### config.mk
export PLATFORM = sky130hd
export DESIGN_NAME = interrupt_acceptance_control
export DESIGN_NICKNAME = d
export VERILOG_FILES = /design/src/rtl/intc_pkg.sv /design/src/rtl/interrupt_acceptance_control.sv
export SDC_FILE = /design/constraint.sdc
export NUM_CORES = 1
export LEC_CHECK = 0
export BUFFER_PORTS_ARGS = -buffer_cell sky130_fd_sc_hd__buf_4
export CORE_MARGIN = 3
export CORE_UTILIZATION = 65
export CTS_BUF_LIST = sky130_fd_sc_hd__clkbuf_4
export DETAILED_ROUTE_END_ITERATION = 16
export GPL_TIMING_DRIVEN = 0
export PLACE_DENSITY = 0.88
export SLEW_MARGIN = 25
export SYNTH_ARGS = -nofsm -noshare
export SYNTH_HDL_FRONTEND = slang
export SYNTH_SLANG_ARGS = --single-unit
### constraint.sdc
create_clock -name aclk -period 29.5 [get_ports aclk]
set_input_delay 1.475 -clock aclk [delete_from_list [all_inputs] [get_ports aclk]]
set_output_delay 1.475 -clock aclk [all_outputs]
set_load 0.03 [all_outputs]
### src/rtl/intc_pkg.sv
// Constants, register map and types of the interrupt acceptance controller
package intc_pkg;
	localparam int NSRC = 25;
	localparam int SRCW = 5;
	// Register byte offsets
	localparam logic [7:0] OFF_CTRL_FIRST = 8'h00;
	localparam logic [7:0] OFF_CTRL_LAST = 8'h60;
	localparam logic [7:0] OFF_MASK_LOW = 8'h80;
	localparam logic [7:0] OFF_MASK_HIGH = 8'h84;
	localparam logic [7:0] OFF_ISR = 8'h88;
	localparam logic [7:0] OFF_NEST = 8'h8c;
	localparam logic [7:0] OFF_WDM = 8'h90;
	// Per-source control register fields
	localparam int CTL_PEND = 0;
	localparam int CTL_MASK = 1;
	localparam int CTL_MACRO = 2;
	localparam int CTL_CSW = 3;
	localparam int CTL_LVL = 4;
	// Record fields: bits 3..0 levels, 4 pin NMI, 5 watchdog NMI
	localparam int ISR_NMI_PIN = 4;
	localparam int ISR_NMI_WDT = 5;
	localparam int MASK_LOW_BITS = 16;
	localparam int MASK_HIGH_BITS = 9;
	// Reset values
	localparam logic [1:0] LVL_RESET = 2'h3;
	localparam logic [1:0] LVL_LOWEST = 2'h3;
	localparam logic [2:0] LVL_NONE = 3'h4;
	localparam logic [NSRC-1:0] MASK_RESET = 25'h1ffffff;
	// Sources 14 and 18 cannot use macro service
	localparam logic [NSRC-1:0] MACRO_CAPABLE = 25'h1fbbfff;
	// Vector table addresses
	localparam logic [15:0] VEC_NMI_PIN = 16'h0002;
	localparam logic [15:0] VEC_NMI_WDT = 16'h0004;
	localparam logic [15:0] VEC_MASK_BASE = 16'h0006;
	localparam logic [15:0] VEC_OPERR = 16'h003c;
	localparam logic [15:0] VEC_BRK = 16'h003e;
	localparam logic [1:0] RESP_OKAY = 2'h0;
	localparam logic [1:0] RESP_SLVERR = 2'h2;
	typedef enum logic [1:0] {
		S_IDLE = 2'b01,
		S_OFFER = 2'b10
	} ctl_state_e;
	typedef enum logic [2:0] {
		K_NMI_PIN = 3'h0,
		K_NMI_WDT = 3'h1,
		K_OPERR = 3'h2,
		K_BRK = 3'h3,
		K_BRK_BANK = 3'h4,
		K_MACRO = 3'h5,
		K_VECT = 3'h6,
		K_CSW = 3'h7
	} ack_kind_e;
endpackage : intc_pkg

### src/rtl/interrupt_acceptance_control.sv
// Interrupt acceptance and service-mode control with AXI4-Lite registers
//
// Function
// - Both break instructions bypass enable and priority
// - Illegal immediate operand raises operand error interrupt
// - Operand errors bypass enable flag and priority
// - Non-maskable from pin or watchdog overflow
// - Non-maskable bypasses control, ranks above all
// - Hold non-maskable while same/higher one serviced
// - Per-source mask blocks acknowledgment
// - Global enable gates vectored and context-switch acknowledgment
// - Same level resolved by fixed default order
// - Four programmable priority levels per source
// - Macro service ignores enable and level
// - Vectored: stack save, jump via vector
// - Macro: suspend, transfer, no state save
// - Context switch: bank select, save, branch
// - Three modes; some sources lack macro
// - Two grouped masks mirror flags, byte access
// - Record levels of interrupts in service
// - Control bit allows level 3 nesting
// - Watchdog mode picks NMI pin/watchdog order
// - Per-source control register with all fields
// - Level 0 highest, larger numbers lower
// - Reset sets all levels to lowest
module interrupt_acceptance_control
	import intc_pkg::*;
(
	// Clock and reset
	input wire logic aclk,
	input wire logic aresetn,
	// AXI4-Lite write
	input wire logic [7:0] awaddr,
	input wire logic awvalid,
	output logic awready,
	input wire logic [31:0] wdata,
	input wire logic [3:0] wstrb,
	input wire logic wvalid,
	output logic wready,
	output logic [1:0] bresp,
	output logic bvalid,
	input wire logic bready,
	// AXI4-Lite read
	input wire logic [7:0] araddr,
	input wire logic arvalid,
	output logic arready,
	output logic [31:0] rdata,
	output logic [1:0] rresp,
	output logic rvalid,
	input wire logic rready,
	// Request sources
	input wire logic [NSRC-1:0] src_req,
	input wire logic nmi_pin,
	input wire logic wdt_overflow,
	input wire logic brk_vector,
	input wire logic brk_bank,
	input wire logic opnd_err_standby,
	input wire logic opnd_err_watchdog,
	input wire logic opnd_err_placement,
	// CPU core
	input wire logic psw_global_enable,
	input wire logic svc_retire,
	output logic ack_valid,
	input wire logic ack_ready,
	output logic [2:0] ack_kind,
	output logic [SRCW-1:0] ack_src,
	output logic [1:0] ack_level,
	output logic [15:0] ack_vector,
	output logic stack_save,
	output logic bank_switch,
	output logic macro_suspend
);

	typedef struct packed {
		ctl_state_e state;
		logic [NSRC-1:0] pend;
		logic [NSRC-1:0] mask;
		logic [NSRC-1:0] macro;
		logic [NSRC-1:0] csw;
		logic [NSRC-1:0][1:0] lvl;
		logic [5:0] isr;
		logic nest;
		logic wdt_first;
		logic nmi_s1;
		logic nmi_s2;
		logic nmi_s3;
		logic nmi_pin_pend;
		logic nmi_wdt_pend;
		logic operr_pend;
		logic brk_pend;
		logic brk_bank_pend;
		logic aw_got;
		logic [7:0] aw_addr;
		logic w_got;
		logic [31:0] w_data;
		logic [3:0] w_strb;
		logic awready;
		logic wready;
		logic bvalid;
		logic [1:0] bresp;
		logic arready;
		logic rvalid;
		logic [31:0] rdata;
		logic [1:0] rresp;
		logic ack_valid;
		ack_kind_e ack_kind;
		logic [SRCW-1:0] ack_src;
		logic [1:0] ack_level;
		logic [15:0] ack_vector;
		logic stack_save;
		logic bank_switch;
		logic macro_suspend;
	} state_s;

	state_s q, n;
	logic [2:0] cur_top;
	logic nmi_pin_ok, nmi_wdt_ok, nmi_go, sw_go;
	logic mac_found, msk_found;
	logic [SRCW-1:0] mac_idx, msk_idx;
	logic [1:0] msk_lvl;
	logic [NSRC-1:0] mac_cand, msk_cand;

	// Candidate sets per source
	for (genvar i = 0; i < NSRC; i++) begin : g_cand
		always_comb begin
			mac_cand[i] = q.pend[i] && !q.mask[i] && q.macro[i]
				&& MACRO_CAPABLE[i];
			msk_cand[i] = q.pend[i] && !q.mask[i] && psw_global_enable
				&& !(q.macro[i] && MACRO_CAPABLE[i])
				&& ({1'b0, q.lvl[i]} < cur_top
				|| (q.nest && q.lvl[i] == LVL_LOWEST
				&& cur_top == {1'b0, LVL_LOWEST}));
		end
	end

	always_comb begin
		logic [7:0] rd_off;
		rd_off = araddr;
		n = q;
		// Highest level now in service
		cur_top = LVL_NONE;
		for (int l = 3; l >= 0; l--) begin
			if (q.isr[l]) begin
				cur_top = 3'(l);
			end
		end
		// Non-maskable hold-off and order
		nmi_pin_ok = q.nmi_pin_pend && !q.isr[ISR_NMI_PIN]
			&& !(q.wdt_first && q.isr[ISR_NMI_WDT]);
		nmi_wdt_ok = q.nmi_wdt_pend && !q.isr[ISR_NMI_WDT]
			&& !(!q.wdt_first && q.isr[ISR_NMI_PIN]);
		nmi_go = nmi_pin_ok || nmi_wdt_ok;
		sw_go = q.brk_pend || q.brk_bank_pend;
		// Macro in default order; maskable by level then default order
		mac_found = 1'b0;
		mac_idx = '0;
		msk_found = 1'b0;
		msk_idx = '0;
		msk_lvl = LVL_LOWEST;
		for (int i = NSRC - 1; i >= 0; i--) begin
			if (mac_cand[i]) begin
				mac_found = 1'b1;
				mac_idx = SRCW'(i);
			end
		end
		for (int i = 0; i < NSRC; i++) begin
			if (msk_cand[i] && (!msk_found || q.lvl[i] < msk_lvl)) begin
				msk_found = 1'b1;
				msk_idx = SRCW'(i);
				msk_lvl = q.lvl[i];
			end
		end

		// Synchroniser and edge of the pin
		n.nmi_s1 = nmi_pin;
		n.nmi_s2 = q.nmi_s1;
		n.nmi_s3 = q.nmi_s2;

		// Register writes
		if (q.aw_got && q.w_got && !q.bvalid) begin
			n.aw_got = 1'b0;
			n.w_got = 1'b0;
			n.bvalid = 1'b1;
			n.bresp = RESP_OKAY;
			if (q.aw_addr <= OFF_CTRL_LAST && q.aw_addr[1:0] == 2'h0) begin
				if (q.w_strb[0]) begin
					n.pend[q.aw_addr[6:2]] = q.w_data[CTL_PEND];
					n.mask[q.aw_addr[6:2]] = q.w_data[CTL_MASK];
					n.macro[q.aw_addr[6:2]] = q.w_data[CTL_MACRO];
					n.csw[q.aw_addr[6:2]] = q.w_data[CTL_CSW];
					n.lvl[q.aw_addr[6:2]] = q.w_data[CTL_LVL+:2];
				end
			end else if (q.aw_addr == OFF_MASK_LOW) begin
				for (int b = 0; b < MASK_LOW_BITS; b++) begin
					if (q.w_strb[b/8]) begin
						n.mask[b] = q.w_data[b];
					end
				end
			end else if (q.aw_addr == OFF_MASK_HIGH) begin
				for (int b = 0; b < MASK_HIGH_BITS; b++) begin
					if (q.w_strb[b/8]) begin
						n.mask[MASK_LOW_BITS+b] = q.w_data[b];
					end
				end
			end else if (q.aw_addr == OFF_NEST) begin
				if (q.w_strb[0]) begin
					n.nest = q.w_data[0];
				end
			end else if (q.aw_addr == OFF_WDM) begin
				if (q.w_strb[0]) begin
					n.wdt_first = q.w_data[0];
				end
			end else if (q.aw_addr != OFF_ISR) begin
				n.bresp = RESP_SLVERR;
			end
		end
		if (q.bvalid && bready) begin
			n.bvalid = 1'b0;
		end
		if (awvalid && q.awready) begin
			n.aw_got = 1'b1;
			n.aw_addr = awaddr;
		end
		if (wvalid && q.wready) begin
			n.w_got = 1'b1;
			n.w_data = wdata;
			n.w_strb = wstrb;
		end

		// Register reads
		if (q.rvalid && rready) begin
			n.rvalid = 1'b0;
		end
		if (arvalid && q.arready) begin
			n.rvalid = 1'b1;
			n.rresp = RESP_OKAY;
			n.rdata = '0;
			if (rd_off <= OFF_CTRL_LAST && rd_off[1:0] == 2'h0) begin
				n.rdata[CTL_PEND] = q.pend[rd_off[6:2]];
				n.rdata[CTL_MASK] = q.mask[rd_off[6:2]];
				n.rdata[CTL_MACRO] = q.macro[rd_off[6:2]];
				n.rdata[CTL_CSW] = q.csw[rd_off[6:2]];
				n.rdata[CTL_LVL+:2] = q.lvl[rd_off[6:2]];
			end else if (rd_off == OFF_MASK_LOW) begin
				n.rdata[MASK_LOW_BITS-1:0] = q.mask[MASK_LOW_BITS-1:0];
			end else if (rd_off == OFF_MASK_HIGH) begin
				n.rdata[MASK_HIGH_BITS-1:0] = q.mask[NSRC-1:MASK_LOW_BITS];
			end else if (rd_off == OFF_ISR) begin
				n.rdata[5:0] = q.isr;
			end else if (rd_off == OFF_NEST) begin
				n.rdata[0] = q.nest;
			end else if (rd_off == OFF_WDM) begin
				n.rdata[0] = q.wdt_first;
			end else begin
				n.rresp = RESP_SLVERR;
			end
		end

		// End of a recorded service routine clears its record
		if (svc_retire) begin
			if (q.isr[ISR_NMI_PIN] && (!q.wdt_first || !q.isr[ISR_NMI_WDT])) begin
				n.isr[ISR_NMI_PIN] = 1'b0;
			end else if (q.isr[ISR_NMI_WDT]) begin
				n.isr[ISR_NMI_WDT] = 1'b0;
			end else if (cur_top != LVL_NONE) begin
				n.isr[cur_top[1:0]] = 1'b0;
			end
		end

		// Acceptance and offer to the CPU
		unique case (q.state)
			S_IDLE: begin
				n.stack_save = 1'b0;
				n.bank_switch = 1'b0;
				n.macro_suspend = 1'b0;
				n.ack_src = '0;
				n.ack_level = '0;
				if (nmi_go) begin
					n.state = S_OFFER;
					n.ack_valid = 1'b1;
					n.stack_save = 1'b1;
					if (nmi_pin_ok && (!nmi_wdt_ok || !q.wdt_first)) begin
						n.ack_kind = K_NMI_PIN;
						n.ack_vector = VEC_NMI_PIN;
						n.nmi_pin_pend = 1'b0;
						n.isr[ISR_NMI_PIN] = 1'b1;
					end else begin
						n.ack_kind = K_NMI_WDT;
						n.ack_vector = VEC_NMI_WDT;
						n.nmi_wdt_pend = 1'b0;
						n.isr[ISR_NMI_WDT] = 1'b1;
					end
				end else if (q.operr_pend) begin
					n.state = S_OFFER;
					n.ack_valid = 1'b1;
					n.ack_kind = K_OPERR;
					n.ack_vector = VEC_OPERR;
					n.stack_save = 1'b1;
					n.operr_pend = 1'b0;
				end else if (sw_go) begin
					n.state = S_OFFER;
					n.ack_valid = 1'b1;
					if (q.brk_pend) begin
						n.ack_kind = K_BRK;
						n.ack_vector = VEC_BRK;
						n.stack_save = 1'b1;
						n.brk_pend = 1'b0;
					end else begin
						n.ack_kind = K_BRK_BANK;
						n.ack_vector = '0;
						n.bank_switch = 1'b1;
						n.brk_bank_pend = 1'b0;
					end
				end else if (mac_found) begin
					n.state = S_OFFER;
					n.ack_valid = 1'b1;
					n.ack_kind = K_MACRO;
					n.ack_src = mac_idx;
					n.ack_level = q.lvl[mac_idx];
					n.ack_vector = '0;
					n.macro_suspend = 1'b1;
					n.pend[mac_idx] = 1'b0;
				end else if (msk_found) begin
					n.state = S_OFFER;
					n.ack_valid = 1'b1;
					n.ack_src = msk_idx;
					n.ack_level = msk_lvl;
					n.pend[msk_idx] = 1'b0;
					n.isr[msk_lvl] = 1'b1;
					if (q.csw[msk_idx]) begin
						n.ack_kind = K_CSW;
						n.ack_vector = '0;
						n.bank_switch = 1'b1;
					end else begin
						n.ack_kind = K_VECT;
						n.ack_vector = VEC_MASK_BASE + 16'({msk_idx, 1'b0});
						n.stack_save = 1'b1;
					end
				end
			end
			S_OFFER: begin
				if (ack_ready) begin
					n.state = S_IDLE;
					n.ack_valid = 1'b0;
				end
			end
		endcase

		// Hardware sets win over any clear in the same cycle
		n.pend = n.pend | src_req;
		if (q.nmi_s2 && !q.nmi_s3) begin
			n.nmi_pin_pend = 1'b1;
		end
		if (wdt_overflow) begin
			n.nmi_wdt_pend = 1'b1;
		end
		if (opnd_err_standby || opnd_err_watchdog || opnd_err_placement) begin
			n.operr_pend = 1'b1;
		end
		if (brk_vector) begin
			n.brk_pend = 1'b1;
		end
		if (brk_bank) begin
			n.brk_bank_pend = 1'b1;
		end
		n.awready = !n.aw_got;
		n.wready = !n.w_got;
		n.arready = !n.rvalid;
	end

	always_ff @(posedge aclk) begin
		if (!aresetn) begin
			q <= '0;
			q.state <= S_IDLE;
			q.mask <= MASK_RESET;
			q.lvl <= {NSRC{LVL_RESET}};
			q.ack_kind <= K_NMI_PIN;
		end else begin
			q <= n;
		end
	end

	assign awready = q.awready;
	assign wready = q.wready;
	assign bvalid = q.bvalid;
	assign bresp = q.bresp;
	assign arready = q.arready;
	assign rvalid = q.rvalid;
	assign rdata = q.rdata;
	assign rresp = q.rresp;
	assign ack_valid = q.ack_valid;
	assign ack_kind = q.ack_kind;
	assign ack_src = q.ack_src;
	assign ack_level = q.ack_level;
	assign ack_vector = q.ack_vector;
	assign stack_save = q.stack_save;
	assign bank_switch = q.bank_switch;
	assign macro_suspend = q.macro_suspend;
endmodule : interrupt_acceptance_control

; Word level (Yosys, flattened, before mapping)
; Index checks and enable logic that the tools add are counted.
[op_classes]
reduce_logical = 387
add_sub_neg = 1
n_eq_ne = 52
bitwise_logic = 13
muxes = 275
order_cmp = 62
[op_table]
columns = cell, n
row1 = $mux 150, 2
row2 = $mux 5, 49
row3 = $logic_and 1x1->1, 218
row4 = $mux 25, 6
row5 = $mux 1, 103
row6 = $mux 2, 51
row7 = $bwmux 25, 4
row8 = $mux 100, 1
row9 = $logic_not 1->1, 83
row10 = $mux 27, 3
row11 = $lt 2x3->1, 25
row12 = $eq 8x8->1 const B, 9
row13 = $mux 6, 10
row14 = $logic_or 1x1->1, 55
row15 = $eq 2x2->1 const B, 26
row16 = $and 25x25->25, 2
row17 = $bwmux 50, 1
row18 = $not 25->25, 2
row19 = $lt 2x2->1, 24
row20 = $mux 37, 1
row21 = $mux 9, 4
row22 = $mux 35, 1
row23 = $mux 7, 5
row24 = $mux 17, 2
row25 = other kinds (41), 103
[totals]
regBits = 269
in_bits = 94
output_inout_bits = 71
elab_cells = 855

; Longest topological paths before layout
[depth]
word_depth = 118
mapped_depth = 43
depth_no_buf = 42

; Worst setup path before layout
; OpenSTA, ideal clock, no wires.
[synth_path]
kind = register -> register
startpoint = register q[129] (netlist name)
endpoint = register q[270] (netlist name)
t_required_ns = 29.385
n_path_buf = 1
path_stages_with_launch = 39
period_less_slack_ns = 9.896
slack_ns = 19.604
setup_ns = 0.115
t_arrival_ns = 9.781
cell_sequence = dfxtp_1 buf_2 o21ai_0 ha_1 nor2_1 a211oi_2 a211oi_2 nor3_1 o2111ai_1 nor4b_4 or4b_1 o21bai_4 or3_1 o21bai_4 or2_1 a211o_1 o221ai_1 nor3_1 (+3 left out) ha_1 nor2_1 o21ai_0 o211ai_1 nor3_1 a21oi_1 o221ai_2 mux2_2 inv_1 ha_1 a31oi_2 nor2_1 inv_1 ha_1 nand2_1 o22ai_1 a21oi_1 o21a_1
[synth_between]
elab_chain_cells = 117
word_cells_on_any_way = 287
classes_between = 51 x order compare / 1 x eq/ne / 84 x mux / 3 x bitwise / 148 x reduce/logical
[synth_lines]
columns = item, line
row1 = "start, declared", interrupt_acceptance_control.sv:115  ; state_s q, n;
row2 = "start signal, assigned", interrupt_acceptance_control.sv:379  ; q <= n;
row3 = $mux 3 * (3 in series), interrupt_acceptance_control.sv:143  ; if (q.isr[l]) begin
row4 = "parallel branches: the longest is 107 deep, another holds $lt 2x3->1", -
row5 = $mux 27 *, interrupt_acceptance_control.sv:323  ; end else if (msk_found) begin
row6 = $mux 27 *, interrupt_acceptance_control.sv:314  ; end else if (mac_found) begin
row7 = $mux 25 *, interrupt_acceptance_control.sv:300  ; end else if (sw_go) begin
row8 = $mux 25 *, interrupt_acceptance_control.sv:293  ; end else if (q.operr_pend) begin
row9 = $mux 25 *, interrupt_acceptance_control.sv:278  ; if (nmi_go) begin
row10 = $mux 25 *, interrupt_acceptance_control.sv:271  ; unique case (q.state)
row11 = $or 25x25->25 *, interrupt_acceptance_control.sv:350  ; n.pend = n.pend | src_req;
; Mark *: on every way between the ends. The select of a mux whose other input is x is not followed.
; A chain may end at the register's enable or synchronous reset.

; Worst setup path after layout
[layout_path]
startpoint = register q[127] (netlist name)
endpoint = register q[279] (netlist name)
[layout_between]
elab_chain_cells = 115
word_cells_on_any_way = 285
classes_between = 51 x order compare / 1 x eq/ne / 82 x mux / 3 x bitwise / 148 x reduce/logical
[layout_lines]
columns = item, line
row1 = $mux 3 *, interrupt_acceptance_control.sv:143
row2 = "parallel branches: the longest is 107 deep, another holds $lt 2x3->1", -
row3 = $mux 27 *, interrupt_acceptance_control.sv:323
row4 = $mux 27 *, interrupt_acceptance_control.sv:314
row5 = $mux 25 *, interrupt_acceptance_control.sv:300
row6 = $mux 25 *, interrupt_acceptance_control.sv:293
row7 = $mux 25 *, interrupt_acceptance_control.sv:278
row8 = $mux 25 *, interrupt_acceptance_control.sv:271
row9 = $or 25x25->25 *, interrupt_acceptance_control.sv:350
; Marks and branches as above.

==> results.sh <==
export IMPL_p_switching_w=0.000208
export IMPL_fp_dieH_um=167
export IMPL_end_kind="flip-flop"
export IMPL_die_w_um=167
export IMPL_wire_per_inst_um=25.7
export IMPL_drive_above_1_share_pct=17.9
export IMPL_cts_tree="yes"
export IMPL_start_kind="flip-flop"
export IMPL_synth_cell_area_mm2=0.0169
export IMPL_grt_overflow_total=0
export IMPL_synth_area_top_cells="dfxtp_1, mux2i_1, mux4_2"
export IMPL_finalSetupTns_ps=0
export IMPL_syn_inst=2114
export IMPL_grt_start_max_net_pins=24
export IMPL_start_util_pct=66.6
export IMPL_fin_skew_ps=39.0
export IMPL_clkSinkCount=238
export IMPL_worstPathRequired_ps=30070
export IMPL_finalSetupViolCount=0
export IMPL_p_clk_share_pct=40.1
export IMPL_grt_pass1_vias=17900
export IMPL_clkTransAtPathRegs_ps=60
export IMPL_cts_htree_levels=2
export IMPL_cp_top_family="compound AO/OA/AOI/OAI gates"
export IMPL_slew_headroom_pct=23.9
export IMPL_core_area_mm2=0.0254
export IMPL_crit_top_cell="nor2_1"
export IMPL_yosysTopAreaCellShare_pct=28.2
export IMPL_internal_power_w=0.000506
export IMPL_syn_area_per_cell_um2=8.00
export IMPL_cap_viol_max_count=0
export IMPL_rrSetupSlack_ps=17910
export IMPL_path_class="flip-flop to flip-flop"
export IMPL_vdd_drop_max_mv=0.0339
export IMPL_cp_slowest_cell="a22oi_1"
export IMPL_rsz0062_at_grt="no"
export IMPL_drt_antenna_violating_nets=0
export IMPL_synthToLayoutAreaGrowth_pct=13.7
export IMPL_yosysUniqueCellTypes=109
export IMPL_hold_class="flip-flop to flip-flop"
export IMPL_min_period_over_period_pct=39.3
export IMPL_fmax_mhz=86.3
export IMPL_die_area_mm2=0.0280
export IMPL_stdcell_area_mm2=0.0192
export IMPL_dpl_hpwl_um=52600
export IMPL_status="complete, no violations"
export IMPL_ys_seq_area_share_pct=28.2
export IMPL_vias=19300
export IMPL_synth_enable_flop_cells=0
export IMPL_power_frac_comb_pct=12.9
export IMPL_finalHoldViolCount=0
export IMPL_maxSlewViolCount=0
export IMPL_seqPwrFrac_pct=47.1
export IMPL_placed_area_mm2=0.0184
export IMPL_root_buffer="clkbuf_4"
export IMPL_cts_resized=0
export IMPL_async_flop_share_pct=0
export IMPL_cts_buffer_depth=3
export IMPL_path_buf_inv=5
export IMPL_synth_seq_cells=238
export IMPL_yosysTopAreaCell="dfxtp_1"
export IMPL_grtUsageTotal_pct=47.1
export IMPL_firstDrtPassIters=8
export IMPL_p_leak_nw=7.53
export IMPL_crit_path_max_incr_delay_ps=670
export IMPL_cts_buffers=61
export IMPL_cp_max_fo=23
export IMPL_synth_top_flop_cell="dfxtp_1"
export IMPL_cts_hold_buffers_added=0
export IMPL_drt_wl_total_um=69300
export IMPL_antenna_found_initial=4
export IMPL_final_nets=2454
export IMPL_power_density_mw_per_mm2=37.1
export IMPL_drcViolationCount=0
export IMPL_yosysWarnings=0
export IMPL_port_buffers=116
export IMPL_worst_pin_slew_ps=1140
export IMPL_place_gp_congestion=1.17
export IMPL_fin_crit_ps=11590
export IMPL_critPathArrivalTime_ps=12160
export IMPL_avgViaCountPerCell=7.14
export IMPL_insertion_delay_ps=740
export IMPL_p_sw_share_pct=29.1
export IMPL_post_cts_buffers=0
export IMPL_grt_pass1_wl_um=103000
export IMPL_ios=165
export IMPL_rows=58
export IMPL_drt_iter0_markers=3329
-- worst paths after layout --
path                      from                end  depth (start not counted)
max          q[127]$_SDFF_PN0_  q[279]$_SDFF_PN0_                         43
min          n[123]$_SDFF_PN0_  n[122]$_SDFF_PN0_                          1
max reg2reg  q[127]$_SDFF_PN0_  q[279]$_SDFF_PN0_                         43
min reg2reg  n[123]$_SDFF_PN0_  n[122]$_SDFF_PN0_                          1
-- through the flow --
stage / hold WS, ps / worst slack (ps) / util (%) / total power, W / std cells
6_report: 439 / 17910 / 75.7 / 0.000714 / 2696
2_1_floorplan: 412 / 19600 / - / 0.000397 / 2141
3_5_place_dp: 430 / 17960 / 72.6 / 0.000430 / 2595
5_1_grt: 459 / 17300 / 75.7 / 0.000730 / 2694
4_1_cts: 443 / 18310 / 75.5 / 0.000706 / 2693
3_3_place_gp: 419 / 16610 / 72.1 / 0.000427 / 2587
-- synthesized netlist by cell type, drive strengths merged (10+ instances only) --
| cell type | instances |
|---|---|
| and2 | 17 |
| and3b | 12 |
| o21ai | 120 |
| mux4 | 50 |
| o21a | 34 |
| a221o | 10 |
| a21oi | 154 |
| clkbuf | 101 |
| o21bai | 11 |
| nand3b | 21 |
| inv | 52 |
| nor3 | 56 |
| o211ai | 48 |
| nor2 | 264 |
| a22oi | 35 |
| a21o | 18 |
| nor4bb | 16 |
| nand3 | 59 |
| ha | 32 |
| nand2 | 236 |
| o22ai | 46 |
| or2 | 14 |
| a31oi | 27 |
| nor3b | 10 |
| dfxtp | 238 |
| o31ai | 11 |
| nor2b | 15 |
| buf | 85 |
| nand2b | 24 |
| mux2i | 122 |
| a211oi | 18 |
-- registers in the layout, indices dropped and copies added, names as in the netlist, 2 cells and up --
signal and flops:
ack_kind 3, rdata 16, ack_src 5, q 194
n 2, ack_level 2, ack_vector 6
-- worst register-to-register path: cells and delay by family (launching register included) --
kind,cells,cell delay [ps]
AO/OA/AOI/OAI,17,5330
AND/OR/NAND/NOR,15,3080
adder cells (fa/ha/maj),4,1030
buffers and inverters,5,890
multiplexers,2,760
flip-flops,1,380
-- cell usage in the layout (no fill, tap or decap), drive strengths merged, types with 16 or more instances in the layout --
cell type / netlist / routed
nor2: 264 / 264
nor4bb: 16 / 16
ha: 32 / 32
mux4: 50 / 50
o21a: 34 / 34
nand3b: 21 / 21
mux2i: 122 / 122
clkbuf: 101 / 190
a22oi: 35 / 35
buf: 85 / 209
o22ai: 46 / 46
a21o: 18 / 18
nand3: 59 / 59
a31oi: 27 / 27
a21oi: 154 / 154
o211ai: 48 / 48
and2: 17 / 17
conb: 1 / 28
dfxtp: 238 / 238
a211oi: 18 / 18
inv: 52 / 52
nand2b: 24 / 24
nor3: 56 / 56
o21ai: 120 / 120
nand2: 236 / 236
-- power by group through the flow --
stage | Sequential [W] | Clock [W] | Combinational (W)
global placement | 0.000342 | 0 | 0.0000850
global route | 0.000336 | 0.000298 | 0.0000963
detailed placement | 0.000343 | 0 | 0.0000874
floorplan | 0.000342 | 0 | 0.0000551
finish | 0.000336 | 0.000286 | 0.0000919
CTS | 0.000335 | 0.000283 | 0.0000877
-- cell families after synthesis --
kind of cell	after synthesis	synth area share (%)
AND/OR/NAND/NOR	802	23.2
other	1	0.0222
AO/OA/AOI/OAI	617	24.8
buffers and inverters	239	6.76
flip-flops	238	28.2
XOR/XNOR	2	0.104
adder cells (fa/ha/maj)	37	2.66
multiplexers	178	14.3
-- metal layers --
metal	up-vias	part of all wire (%)	wire [um]	track usage (%)
met5	-	0.035	24	0
met4	4	7.2	4960	25.7
met3	403	15	10700	16.1
met2	1702	41	28500	69.8
met1	8976	36	25200	60.6
li1	8176	-	-	-
-- layout make-up --
cell class	count	area [um^2]
diodes	3	7.51
plain buffers	186	945
clock buffers	89	668
clock inverters	9	71.3
fillers	1967	6170
inverters	53	199
multi-input cells	1664	11200
flip-flops and latches	238	4760
well taps	330	413
repair buffers	124	951
Note: power is estimated with default switching activity, not from simulation.
